--- src/core/gdcfg_pkg.sv ---
package gdcfg_pkg;

    // request identifiers; the answer echoes them, with the acknowledge flag when accepted
    localparam logic [7:0] MSG_SET_PROT = 8'h01;
    localparam logic [7:0] MSG_GET_PROT = 8'h02;
    localparam logic [7:0] MSG_SET_DAC  = 8'h03;
    localparam logic [7:0] MSG_GET_DAC  = 8'h04;
    localparam logic [7:0] MSG_SET_CFG2 = 8'h07;
    localparam logic [7:0] MSG_GET_CFG2 = 8'h08;
    localparam logic [7:0] ACK_FLAG     = 8'h40;
    localparam logic [7:0] ZERO_BYTE    = 8'h00;

    // driver_protection_config fields
    localparam int PULLUP_KEEP_BIT   = 6;
    localparam int SLEEP_SEL_BIT     = 5;
    localparam int NEUTRAL_SIM_BIT   = 4;
    localparam int EXT_UV_DIS_BIT    = 3;
    localparam int EXT_SC_DIS_BIT    = 2;
    localparam int EXT_OC_MSB        = 1;
    localparam int EXT_OC_LSB        = 0;

    // third configuration register fields
    localparam int DEAD_TIME_MSB     = 4;
    localparam int DEAD_TIME_LSB     = 2;
    localparam int BLANK_MSB         = 1;
    localparam int BLANK_LSB         = 0;

    // implemented-bit masks and power-on values
    localparam logic [7:0] PROT_MASK  = 8'h7F;
    localparam logic [7:0] DAC_MASK   = 8'hFF;
    localparam logic [7:0] CFG2_MASK  = 8'h1F;
    localparam logic [7:0] PROT_RESET = 8'h00;
    localparam logic [7:0] DAC_RESET  = 8'h40;
    localparam logic [7:0] CFG2_RESET = 8'h00;

    // timing
    localparam int CLK_MHZ       = 200;
    localparam int NS_PER_US     = 1000;
    localparam int DEAD_MAX_NS   = 2000;
    localparam int DEAD_STEP_NS  = 250;
    localparam int BLANK_MAX_NS  = 4000;
    localparam int CYC_W         = 10;

    function automatic logic [CYC_W-1:0] ns_to_cycles(input int ns);
        ns_to_cycles = CYC_W'(ns * CLK_MHZ / NS_PER_US);
    endfunction

    function automatic logic [CYC_W-1:0] dead_cycles(input logic [2:0] code);
        dead_cycles = ns_to_cycles(DEAD_MAX_NS - DEAD_STEP_NS * int'(code));
    endfunction

    function automatic logic [CYC_W-1:0] blank_cycles(input logic [1:0] code);
        blank_cycles = ns_to_cycles(BLANK_MAX_NS >> code);
    endfunction

endpackage

--- src/core/gdcfg_reg.sv ---
`timescale 1ns/1ps
`default_nettype none

module gdcfg_reg #(
    parameter logic [7:0] RESET_VAL = 8'h00,
    parameter logic [7:0] IMPL_MASK = 8'hFF
) (
    input  wire logic       clk,
    input  wire logic       rst,
    input  wire logic       wr_en,
    input  wire logic [7:0] wr_data,
    output logic      [7:0] rd_data
);

    // unimplemented bits never store, so they read back as zero after a write and as their RESET_VAL bits after reset
    always_ff @(posedge clk or posedge rst) begin
        if (rst) begin
            rd_data <= RESET_VAL;
        end else if (wr_en) begin
            rd_data <= wr_data & IMPL_MASK;
        end
    end

endmodule

`default_nettype wire

--- src/core/gdcfg_top.sv ---
`timescale 1ns/1ps
`default_nettype none

module gdcfg_top (
    input  wire logic                        clk,
    input  wire logic                        rst,
    input  wire logic                        chip_enable,
    input  wire logic                        req_valid,
    input  wire logic [7:0]                  req_id,
    input  wire logic [7:0]                  req_data,
    output logic                             resp_valid,
    output logic      [7:0]                  resp_code,
    output logic      [7:0]                  resp_data,
    output logic                             pullup_keep,
    output logic                             sleep_select,
    output logic                             neutral_sim_en,
    output logic                             ext_gate_uv_disable,
    output logic                             ext_short_detect_disable,
    output logic      [1:0]                  ext_overcurrent_threshold,
    output logic      [7:0]                  dac_reference_code,
    output logic      [2:0]                  dead_time_sel,
    output logic      [1:0]                  blanking_sel,
    output logic      [gdcfg_pkg::CYC_W-1:0] dead_time_cycles,
    output logic      [gdcfg_pkg::CYC_W-1:0] blanking_cycles,
    output logic                             standby_active,
    output logic                             sleep_active,
    output logic                             pullup_connect
);
    import gdcfg_pkg::*;

    logic       ce_meta_q;
    logic       ce_q;
    logic [7:0] prot_q;
    logic [7:0] dac_q;
    logic [7:0] cfg2_q;
    logic       wr0;
    logic       wr1;
    logic       wr2;
    logic       sleep_change_bad;
    logic       accept_d;
    logic [7:0] code_d;
    logic [7:0] data_d;

    // chip enable is a pin: two flops before use
    always_ff @(posedge clk or posedge rst) begin
        if (rst) begin
            ce_meta_q <= 1'b0;
            ce_q      <= 1'b0;
        end else begin
            ce_meta_q <= chip_enable;
            ce_q      <= ce_meta_q;
        end
    end

    // sleep select may only move while standing in standby
    assign sleep_change_bad = (req_data[SLEEP_SEL_BIT] != prot_q[SLEEP_SEL_BIT]) && !standby_active;

    always_comb begin
        accept_d = 1'b0;
        data_d   = ZERO_BYTE;
        unique case (req_id)
            MSG_SET_PROT: begin
                accept_d = !sleep_change_bad;
                data_d   = accept_d ? (req_data & PROT_MASK) : prot_q;
            end
            MSG_GET_PROT: begin
                accept_d = 1'b1;
                data_d   = prot_q & PROT_MASK;
            end
            MSG_SET_DAC: begin
                accept_d = 1'b1;
                data_d   = req_data;
            end
            MSG_GET_DAC: begin
                accept_d = 1'b1;
                data_d   = dac_q;
            end
            MSG_SET_CFG2: begin
                accept_d = 1'b1;
                data_d   = req_data & CFG2_MASK;
            end
            MSG_GET_CFG2: begin
                accept_d = 1'b1;
                data_d   = cfg2_q & CFG2_MASK;
            end
            default: begin
                accept_d = 1'b0;
                data_d   = ZERO_BYTE;
            end
        endcase
        code_d = accept_d ? (req_id | ACK_FLAG) : req_id;
    end

    // stores happen only alongside an acknowledged answer
    assign wr0 = req_valid && (req_id == MSG_SET_PROT) && accept_d;
    assign wr1 = req_valid && (req_id == MSG_SET_DAC) && accept_d;
    assign wr2 = req_valid && (req_id == MSG_SET_CFG2) && accept_d;

    gdcfg_reg #(.RESET_VAL(PROT_RESET), .IMPL_MASK(PROT_MASK)) u_prot (
        .clk     (clk),
        .rst     (rst),
        .wr_en   (wr0),
        .wr_data (req_data),
        .rd_data (prot_q)
    );

    gdcfg_reg #(.RESET_VAL(DAC_RESET), .IMPL_MASK(DAC_MASK)) u_dac (
        .clk     (clk),
        .rst     (rst),
        .wr_en   (wr1),
        .wr_data (req_data),
        .rd_data (dac_q)
    );

    gdcfg_reg #(.RESET_VAL(CFG2_RESET), .IMPL_MASK(CFG2_MASK)) u_cfg2 (
        .clk     (clk),
        .rst     (rst),
        .wr_en   (wr2),
        .wr_data (req_data),
        .rd_data (cfg2_q)
    );

    // one answer per request, one cycle later
    always_ff @(posedge clk or posedge rst) begin
        if (rst) begin
            resp_valid <= 1'b0;
            resp_code  <= ZERO_BYTE;
            resp_data  <= ZERO_BYTE;
        end else begin
            resp_valid <= req_valid;
            if (req_valid) begin
                resp_code <= code_d;
                resp_data <= data_d;
            end
        end
    end

    assign pullup_keep               = prot_q[PULLUP_KEEP_BIT];
    assign sleep_select              = prot_q[SLEEP_SEL_BIT];
    assign neutral_sim_en            = prot_q[NEUTRAL_SIM_BIT];
    assign ext_gate_uv_disable       = prot_q[EXT_UV_DIS_BIT];
    assign ext_short_detect_disable  = prot_q[EXT_SC_DIS_BIT];
    assign ext_overcurrent_threshold = prot_q[EXT_OC_MSB:EXT_OC_LSB];
    assign dac_reference_code        = dac_q;
    assign dead_time_sel             = cfg2_q[DEAD_TIME_MSB:DEAD_TIME_LSB];
    assign blanking_sel              = cfg2_q[BLANK_MSB:BLANK_LSB];

    // decoded times and power state, registered
    always_ff @(posedge clk or posedge rst) begin
        if (rst) begin
            dead_time_cycles <= dead_cycles(CFG2_RESET[DEAD_TIME_MSB:DEAD_TIME_LSB]);
            blanking_cycles  <= blank_cycles(CFG2_RESET[BLANK_MSB:BLANK_LSB]);
        end else begin
            dead_time_cycles <= dead_cycles(dead_time_sel);
            blanking_cycles  <= blank_cycles(blanking_sel);
        end
    end

    always_ff @(posedge clk or posedge rst) begin
        if (rst) begin
            standby_active <= 1'b0;
            sleep_active   <= 1'b0;
            pullup_connect <= 1'b0;
        end else begin
            standby_active <= !ce_q && !sleep_select;
            sleep_active   <= !ce_q && sleep_select;
            pullup_connect <= ce_q || (pullup_keep && !sleep_select);
        end
    end
endmodule

`default_nettype wire

--- config.mk ---
export PLATFORM = sky130hd
export DESIGN_NAME = gdcfg_top
export DESIGN_NICKNAME = d
export VERILOG_FILES = /design/src/core/gdcfg_pkg.sv /design/src/core/gdcfg_reg.sv /design/src/core/gdcfg_top.sv
export SDC_FILE = /design/constraint.sdc
export NUM_CORES = 1
export LEC_CHECK = 0
export ABC_AREA = 0
export BUFFER_PORTS_ARGS = -buffer_cell sky130_fd_sc_hd__buf_4
export CAP_MARGIN = 30
export CORE_AREA = 2 2 143 145
export CTS_CLUSTER_SIZE = 24
export DETAILED_ROUTE_END_ITERATION = 12
export DIE_AREA = 0 0 145 147
export PLACE_DENSITY = 0.68
export SYNTH_ARGS = -nofsm -noshare
export SYNTH_HDL_FRONTEND = slang
export SYNTH_HIERARCHICAL = 1
export SYNTH_SLANG_ARGS = --single-unit
--- constraint.sdc ---
create_clock -name clk -period 26.5 [get_ports clk]
set_input_delay 2.65 -clock clk [delete_from_list [all_inputs] [get_ports clk]]
set_output_delay 2.65 -clock clk [all_outputs]
set_load 0.1 [all_outputs]
==> metrics, run 1 <==
syn avg cell area between 8 and 9 µm²; Wirelength per Cell a little under 20 µm; CTS buffer count 9; slew of the pin with the lowest slew margin around 0.93 ns; Final Cell Area between 0.01 and 0.015 mm²; CTS max path bufs 2; max cap viols 0; synth warn 6; die width 145 µm; setup TNS 0 ns; critical path arrival roughly 19 ns; largest net degree at the start of global routing 42; Hold Vio Cnt, Final 0; most common cell after layout, fill and taps aside nor2_1; layout cells sized above 1 between 10% and 20%; Post-Syn Nets 1,281; Relative slew margins 36.5%; PnR worst setup slack roughly 7.3 ns; most frequent CP cell ha_1; Die Y ~150 µm; Area Growth Syn to Fin 11.4%; global-route wire length before repair slightly below 50,000 µm; Post-Syn Area 0.00968 mm²; fmax 52.1 MHz; clock sinks 62; Crit path largest cell delay roughly 0.75 ns; critical path's slowest cell nor4_1; most frequent cells in the layout nor2_1 (97), nand2_1 (92), buf_4 (88); Top delay family on crit path compound AO/OA/AOI/OAI gates; Final GP Congestion between 0.9 and 1; CP Launch Type register; IO Count 80; Worst Path Buf+Inv 2; clk root buf clkbuf_16; DR iter-0 viols around 890; All-Layer GR Usage a little over a quarter; clk_lat worst skew around 0.33 ns; Crit. End Element register; number of global-route vias before repair 9,398; via/cell ratio roughly 6.6; detailed-placement wirelength estimate around 23,000 µm; status finished, final reports clean; Final Max Tran Viols 0; dpl ws between 7 and 8 ns; CTS H-Tree Depth 3; GR Overflow Total 0; routed wire length 29,600 µm; Crit Path Category reg2reg; worst path required time ~27 ns; CP max FO 24; fin nets about 1.3k; initial antenna violation count 0; dpl cell area between 0.01 and 0.015 mm²; RSZ-0062 raised after global routing false; Detail Route Antenna Nets 0; Period minus WS final between 15 and 20 ns; IO buf count 79; Final setup viols 0; hold_buf cts 0; Hold Path Class reg2reg; fin crit share slightly above 70%; Initial Util between 40% and 50%; Residual DRC 0; Initial DRT Pass Iterations 6; Core Region between 0.015 and 0.02 mm²; setup bufs post-CTS 0; Fin Clk Skew roughly 0.0084 ns; TritonCTS clock tree yes; clk slew on worst S/H paths about 0.05 ns; # rows 52; n_diodes 0; Post-CTS Resized 0; Die ar. 0.0213 mm²; cells after synthesis 1,183; via count 9,950
-- flip-flops by register name (all words and copies together), names as in the netlist, 5 cells and up --
name,cells
blanking_cycles,10
dead_time_cycles,10
resp_data,8
resp_code,8
u_cfg2/rd_data,5
u_dac/rd_data,8
u_prot/rd_data,7
-- worst register-to-register path, delay by kind of cell, from the launching register on --
kind | cells | cell delay [ns]
AO/OA/AOI/OAI | 22 | 7.50
XOR/XNOR | 3 | 0.97
adder cells (fa/ha/maj) | 8 | 3.20
buffers and inverters | 2 | 0.61
flip-flops | 1 | 0.32
multiplexers | 3 | 1.01
AND/OR/NAND/NOR | 17 | 5.51
-- layout make-up --
type,count,area (µm²)
repair buffers,88,661
multi-input cells,1036,7750
well taps,270,338
flip-flops and latches,62,1560
inverters,43,161
clock buffers,12,267
clock inverters,3,42.5
fillers,1885,9070
-- metal layers --
metal,part of all wire (%),track usage (%),vias up
met5,0,0,-
met4,3.4,9.95,0
met3,7.1,2.73,91
met2,46,44.8,489
met1,44,37.3,4697
li1,-,-,4673
-- final timing paths --
| kind | from | slack (ns) | cells past startpoint | endpoint |
|---|---|---|---|---|
| worst min-delay path | ce_meta_q | 0.36 | 0 | ce_q |
| worst max-delay path | u_cfg2/rd_data[2] | 7.29 | 55 | dead_time_cycles[8] |
| worst min register to register | ce_meta_q | 0.36 | 0 | ce_q |
| min in group asynchronous | rst | 2.18 | 2 | resp_data[0] |
| max in group asynchronous | rst | 23.64 | 3 | dead_time_cycles[8] |
| worst max register to register | u_cfg2/rd_data[2] | 7.29 | 55 | dead_time_cycles[8] |
-- metrics by stage --
step,cells,hold WS [ns],utilization (%)
finish,1514,0.355,54.3
global route,1514,0.378,54.3
CTS,1514,0.359,54.3
detailed placement,1499,0.356,52.7
global placement,1498,0.353,52.7
floorplan,1183,0.331,-
Power of run 1 is left out: the tool's default activity adds up to more than one toggle a clock period on the data nets, which glitch-free logic cannot reach.
==> run 2: changes to the inputs <==
Settings changed: ABC_AREA 0 to 1, CORE_AREA 2 2 143 145 to 2 2 146 148, DIE_AREA 0 0 145 147 to 0 0 148 150.
Clock period 26.5 ns to 17.95 ns, I/O delays scaled along.
==> metrics, run 2 <==
hold_buf cts 0 (unchanged); dpl ws 2.49 ns (was 7.73 ns); clk root buf clkbuf_16 (unchanged); Relative slew margins 44.7% (was 36.5%); Die ar. 0.0222 mm² (was 0.0213 mm²); GR Overflow Total 0 (unchanged); # rows 53 (was 52); Final setup viols 0 (unchanged); peak supply drop slightly below 0.08 mV; fin nets 1,800 (was 1,338); Area Growth Syn to Fin 9.98% (was 11.4%); max cap viols 0 (unchanged); biggest regs blanking_cycles x10, dead_time_cycles x10 (unchanged); cells after synthesis 1,637 (was 1,183); Final Max Tran Viols 0 (unchanged); setup bufs post-CTS 0 (unchanged); Fin Clk Skew 0.00694 ns (was 0.00839 ns); most frequent cells in the layout nand2_1 (552), inv_1 (208), nand3_1 (164) (was nor2_1 (97), nand2_1 (92), buf_4 (88)); clock sinks 62 (unchanged); All-Layer GR Usage 23.5% (was 27.2%); Final Cell Area 0.0111 mm² (was 0.0108 mm²); IO Count 80 (unchanged); highest metal used met4 (unchanged); RSZ-0062 raised after global routing false (unchanged); largest net degree at the start of global routing 27 (was 42); via count 10.2k (was 9,950); Post-Syn Nets 1,736 (was 1,281); IO buf count 79 (unchanged); Crit path largest cell delay 0.81 ns (was 0.75 ns); Wirelength per Cell 13.2 µm (was 19.6 µm); power density cells 114 mW/mm²; Hold Vio Cnt, Final 0 (unchanged); dpl cell area 0.0108 mm² (was 0.0105 mm²); worst path required time 18.17 ns (was 26.75 ns); CP max FO 25 (was 24); CTS buffer count 9 (unchanged); Core Region 0.0207 mm² (was 0.0198 mm²); via/cell ratio 5.14 (was 6.57); clk slew on worst S/H paths 0.06 ns (was 0.05 ns); layout cells sized above 1 18.5% (was 16.0%); Period minus WS final 15.62 ns (was 19.21 ns); Die Y 150 µm (was 147 µm); critical path arrival 15.85 ns (was 19.46 ns); clk_lat worst skew 0.34 ns (was 0.33 ns); Post-Layout Cell Count 1,981 (was 1,514); leakage power around 6.1 nW; Hold Path Class reg2reg (unchanged); CTS max path bufs 2 (unchanged); placed cells 1,965 (was 1,499); met3 wire len 1060 µm (was 2100 µm); Met1 Wirelength 12,500 µm (was 13,000 µm); CTS H-Tree Depth 3 (unchanged); CP Launch Type register (unchanged); Top delay family on crit path simple AND/OR/NAND/NOR gates (was compound AO/OA/AOI/OAI gates); fin crit share 87.0% (was 72.5%); most frequent CP cell nand2_1 (was ha_1); Met2 Wirelength 12,500 µm (was 13,500 µm); syn avg cell area 6.19 µm² (was 8.18 µm²); PnR worst setup slack 2.33 ns (was 7.29 ns); global-route wire length before repair 43,800 µm (was 48,600 µm); Post-Syn Area 0.0101 mm² (was 0.00968 mm²); Post-CTS Resized 0 (unchanged); most common cell after layout, fill and taps aside nand2_1 (was nor2_1); Crit Path Category reg2reg (unchanged); routed wire length 26,200 µm (was 29,600 µm); Initial DRT Pass Iterations 5 (was 6); synth warn 6 (unchanged); die width 148 µm (was 145 µm); initial antenna violation count 0 (unchanged); setup TNS 0 ns (unchanged); number of global-route vias before repair 9,268 (was 9,398); fmax 64.0 MHz (was 52.1 MHz); Layout Utilization 53.9% (was 54.3%); Residual DRC 0 (unchanged); Crit. End Element register (unchanged); detailed-placement wirelength estimate 21,200 µm (was 23,400 µm); slew of the pin with the lowest slew margin 0.826 ns (was 0.928 ns); TritonCTS clock tree yes (unchanged); critical path's slowest cell dfrtp_1 (was nor4_1); Tot Pwr about 1.3 mW; status finished, final reports clean (unchanged); WHS 0.355 ns (about the same); DR iter-0 viols 592 (was 887); n_diodes 0 (unchanged); r2r setup slk 2.33 ns (was 7.29 ns); Worst Path Buf+Inv 9 (was 2); Final GP Congestion 0.938 (was 0.977); Detail Route Antenna Nets 0 (unchanged); Initial Util 49.0% (was 48.8%)
run 2: cell count changes in the layout (fill, tap and decap cells not counted), sizes merged, moves of 19 or more:
cell	previous run	this run
nor4	27	6
inv	41	233
a21oi	62	25
xnor2	76	12
nor2	99	173
o22ai	21	0
mux2	35	0
nor3	36	15
o211ai	26	2
nand2	92	636
nand3	41	200
a211oi	19	0
run 2: where the power goes:
part	total, mW	internal, mW	switching, mW
Combinational	0.928	0.275	0.653
Sequential	0.150	0.147	0.00248
Clock	0.197	0.124	0.0730
run 2: layout make-up:
| class | count | area [µm²] |
|---|---|---|
| multi-input cells | 1311 | 7390 |
| clock inverters | 7 | 105 |
| well taps | 275 | 344 |
| clock buffers | 9 | 225 |
| fillers | 2112 | 9540 |
| repair buffers | 81 | 621 |
| inverters | 236 | 897 |
| flip-flops and latches | 62 | 1560 |
run 2: routing by layer:
metal | global-route usage, % | up-vias
met1 | 31.7 | 4666
met4 | 3.81 | 0
met5 | 0 | -
met3 | 3.45 | 21
li1 | - | 5292
met2 | 40.7 | 203
run 2: final timing paths:
| check | endpoint | from | cells after the start |
|---|---|---|---|
| setup / recovery | dead_time_cycles[9] | u_cfg2/rd_data[2] | 95 |
| max in group asynchronous | blanking_cycles[8] | rst | 3 |
| hold / removal | ce_q | ce_meta_q | 0 |
| min in group asynchronous | u_cfg2/rd_data[3] | rst | 2 |
| setup reg to reg | dead_time_cycles[9] | u_cfg2/rd_data[2] | 95 |
| hold reg to reg | ce_q | ce_meta_q | 0 |
Power figures use the tool's default switching activity.
==> run 3: changes to the inputs <==
Settings changed: CORE_AREA 2 2 146 148 to 2 2 134 136, DIE_AREA 0 0 148 150 to 0 0 136 138, PLACE_DENSITY 0.68 to 0.78.
==> metrics, run 3 (synthesis gave the netlist of run 2 again) <==
fin nets 1,799 (was 1,800); layout cells sized above 1 18.4% (was 18.5%); combinational share of power 73.8% (was 72.8%); CTS max path bufs 2 (unchanged); Die ar. 0.0188 mm² (was 0.0222 mm²); WHS 0.353 ns (was 0.355 ns); DR iter-0 viols 650 (was 592); Initial Util 57.8% (was 49.0%); Final GP Congestion 0.968 (was 0.938); Initial DRT Pass Iterations 6 (was 5); Crit path largest cell delay 0.80 ns (was 0.81 ns); die width 136 µm (was 148 µm); Area Growth Syn to Fin 8.96% (was 9.98%); Worst R2R Path Depth 94 (was 95); Filler Cell Count 1,681 (was 2,112); clock sinks 62 (unchanged); Final setup viols 0 (unchanged); TritonCTS clock tree yes (unchanged); Final Max Tran Viols 0 (unchanged); clk root buf clkbuf_16 (unchanged); critical path's slowest cell dfrtp_1 (unchanged); most frequent CP cell nand2_1 (unchanged); Period minus WS final 15.67 ns (was 15.62 ns); CP Launch Type register (unchanged); CTS buffer count 9 (unchanged); fin crit share 87.3% (was 87.0%); Int Power 0.531 mW (was 0.546 mW); Wirelength per Cell 13.2 µm (about the same); Crit Path Category reg2reg (unchanged); setup TNS 0 ns (unchanged); n_diodes 0 (unchanged); switch share 57.7% (was 57.1%); peak supply drop 0.132 mV (was 0.0787 mV); # rows 49 (was 53); r2r setup slk 2.28 ns (was 2.33 ns); global-route wire length before repair 43,700 µm (was 43,800 µm); GR Overflow Total 0 (unchanged); status finished, final reports clean (unchanged); Critical Path End dead_time_cycles[5] (was dead_time_cycles[9]); Post-CTS Resized 0 (unchanged); Worst R2R Start u_cfg2/rd_data[2] (unchanged); Critical Path Source u_cfg2/rd_data[2] (unchanged); setup bufs post-CTS 0 (unchanged); IO Count 80 (unchanged); P_sw 0.725 mW (was 0.728 mW); All-Layer GR Usage 27.6% (was 23.5%); routed wire length 25,500 µm (was 26,200 µm); Crit. End Element register (unchanged); Hold Path Class reg2reg (unchanged); most common cell after layout, fill and taps aside nand2_1 (unchanged); Residual DRC 0 (unchanged); area of the multi-input gates 0.00739 mm² (unchanged); Fin Clk Skew 0.00937 ns (was 0.00694 ns); leakage power 6.06 nW (was 6.08 nW); Reg-to-Reg End dead_time_cycles[5] (was dead_time_cycles[9]); worst path required time 18.19 ns (was 18.17 ns); max cap viols 0 (unchanged); Hold Vio Cnt, Final 0 (unchanged); clk slew on worst S/H paths 0.06 ns (about the same); Relative slew margins 40.1% (was 44.7%); initial antenna violation count 0 (unchanged); power density cells 114 mW/mm² (about the same); Die Y 138 µm (was 150 µm); critical path arrival 15.91 ns (was 15.85 ns); RSZ-0062 raised after global routing false (unchanged); Core Region 0.0175 mm² (was 0.0207 mm²); Detail Route Antenna Nets 0 (unchanged); via count 10.2k (about the same); IO buf count 79 (unchanged); biggest regs blanking_cycles x10, dead_time_cycles x10 (unchanged); hold_buf cts 0 (unchanged); slew of the pin with the lowest slew margin 0.898 ns (was 0.826 ns); CTS H-Tree Depth 3 (unchanged); FF/Latch Area 0.00156 mm² (unchanged); largest net degree at the start of global routing 43 (was 27); via/cell ratio 5.28 (was 5.14); clk_lat worst skew 0.34 ns (about the same); fmax 63.8 MHz (was 64.0 MHz); most frequent cells in the layout nand2_1 (552), inv_1 (208), nand3_1 (164) (unchanged); CP max FO 25 (unchanged); clock share of power 14.2% (was 15.4%); number of global-route vias before repair 9,417 (was 9,268); detailed-placement wirelength estimate 20,600 µm (was 21,200 µm); share of power burned in registers 12.0% (was 11.8%)
[run 3: cell types whose count changed in the layout (fill, tap and decap cells not counted), sizes merged]
cell / previous run / this run
buf: 81 / 80
bufinv: 2 / 1
clkinv: 7 / 8
[run 3: metrics by stage]
stage          power, mW  instance area, µm²  worst slack [ns]  util (%)  std cells
2_1_floorplan      0.926               10100              4.95         -       1637
3_3_place_gp        1.06               10700              2.95      61.2       1918
3_5_place_dp        1.07               10700              2.55      61.2       1918
4_1_cts             1.25               11000              2.49      63.0       1934
5_1_grt             1.38               11000             0.500      63.0       1934
6_report            1.26               11000              2.28      63.0       1934
[run 3: cell type report]
cell class                      count  share of cell area [%]
Clock inverter                      7                   0.725
Multi-Input combinational cell   1311                    66.9
Sequential cell                    62                    14.1
Inverter                          236                    8.12
Tap cell                          229                    2.59
Clock buffer                        9                    2.04
Timing Repair Buffer               80                    5.44
[run 3: power by group through the flow]
stage                     Combinational (mW)  Sequential (mW)  Clock [mW]
final                                  0.927            0.150       0.179
after floorplan                        0.728            0.198           0
after global placement                 0.904            0.152           0
after CTS                              0.918            0.150       0.181
after detailed placement               0.913            0.153           0
after global routing                    1.04            0.151       0.188
[run 3: routing by layer]
metal	global-route usage [%]	vias up	wire, µm
li1	-	5302	-
met1	38.8	4594	12100
met2	44.8	276	11800
met3	3.63	38	1170
met4	7.02	0	415
met5	0	-	0
[run 3: critical path, delay by kind of cell, from the launching register on]
| family | cells | cell delay [ns] |
|---|---|---|
| compound gates | 3 | 0.70 |
| xor+xnor | 1 | 0.22 |
| fa+ha+maj | 8 | 2.93 |
| buf+inv | 10 | 1.13 |
| flops | 1 | 0.80 |
| simple gates | 72 | 9.75 |
[run 3: worst min path at each step]
stage               startpoint  endpoint  slack, ns  depth (start not counted)
floorplan            ce_meta_q      ce_q       0.33                          0
global placement     ce_meta_q      ce_q       0.34                          0
detailed placement   ce_meta_q      ce_q       0.34                          0
CTS                  ce_meta_q      ce_q       0.36                          0
global route         ce_meta_q      ce_q       0.37                          0
finish               ce_meta_q      ce_q       0.35                          0
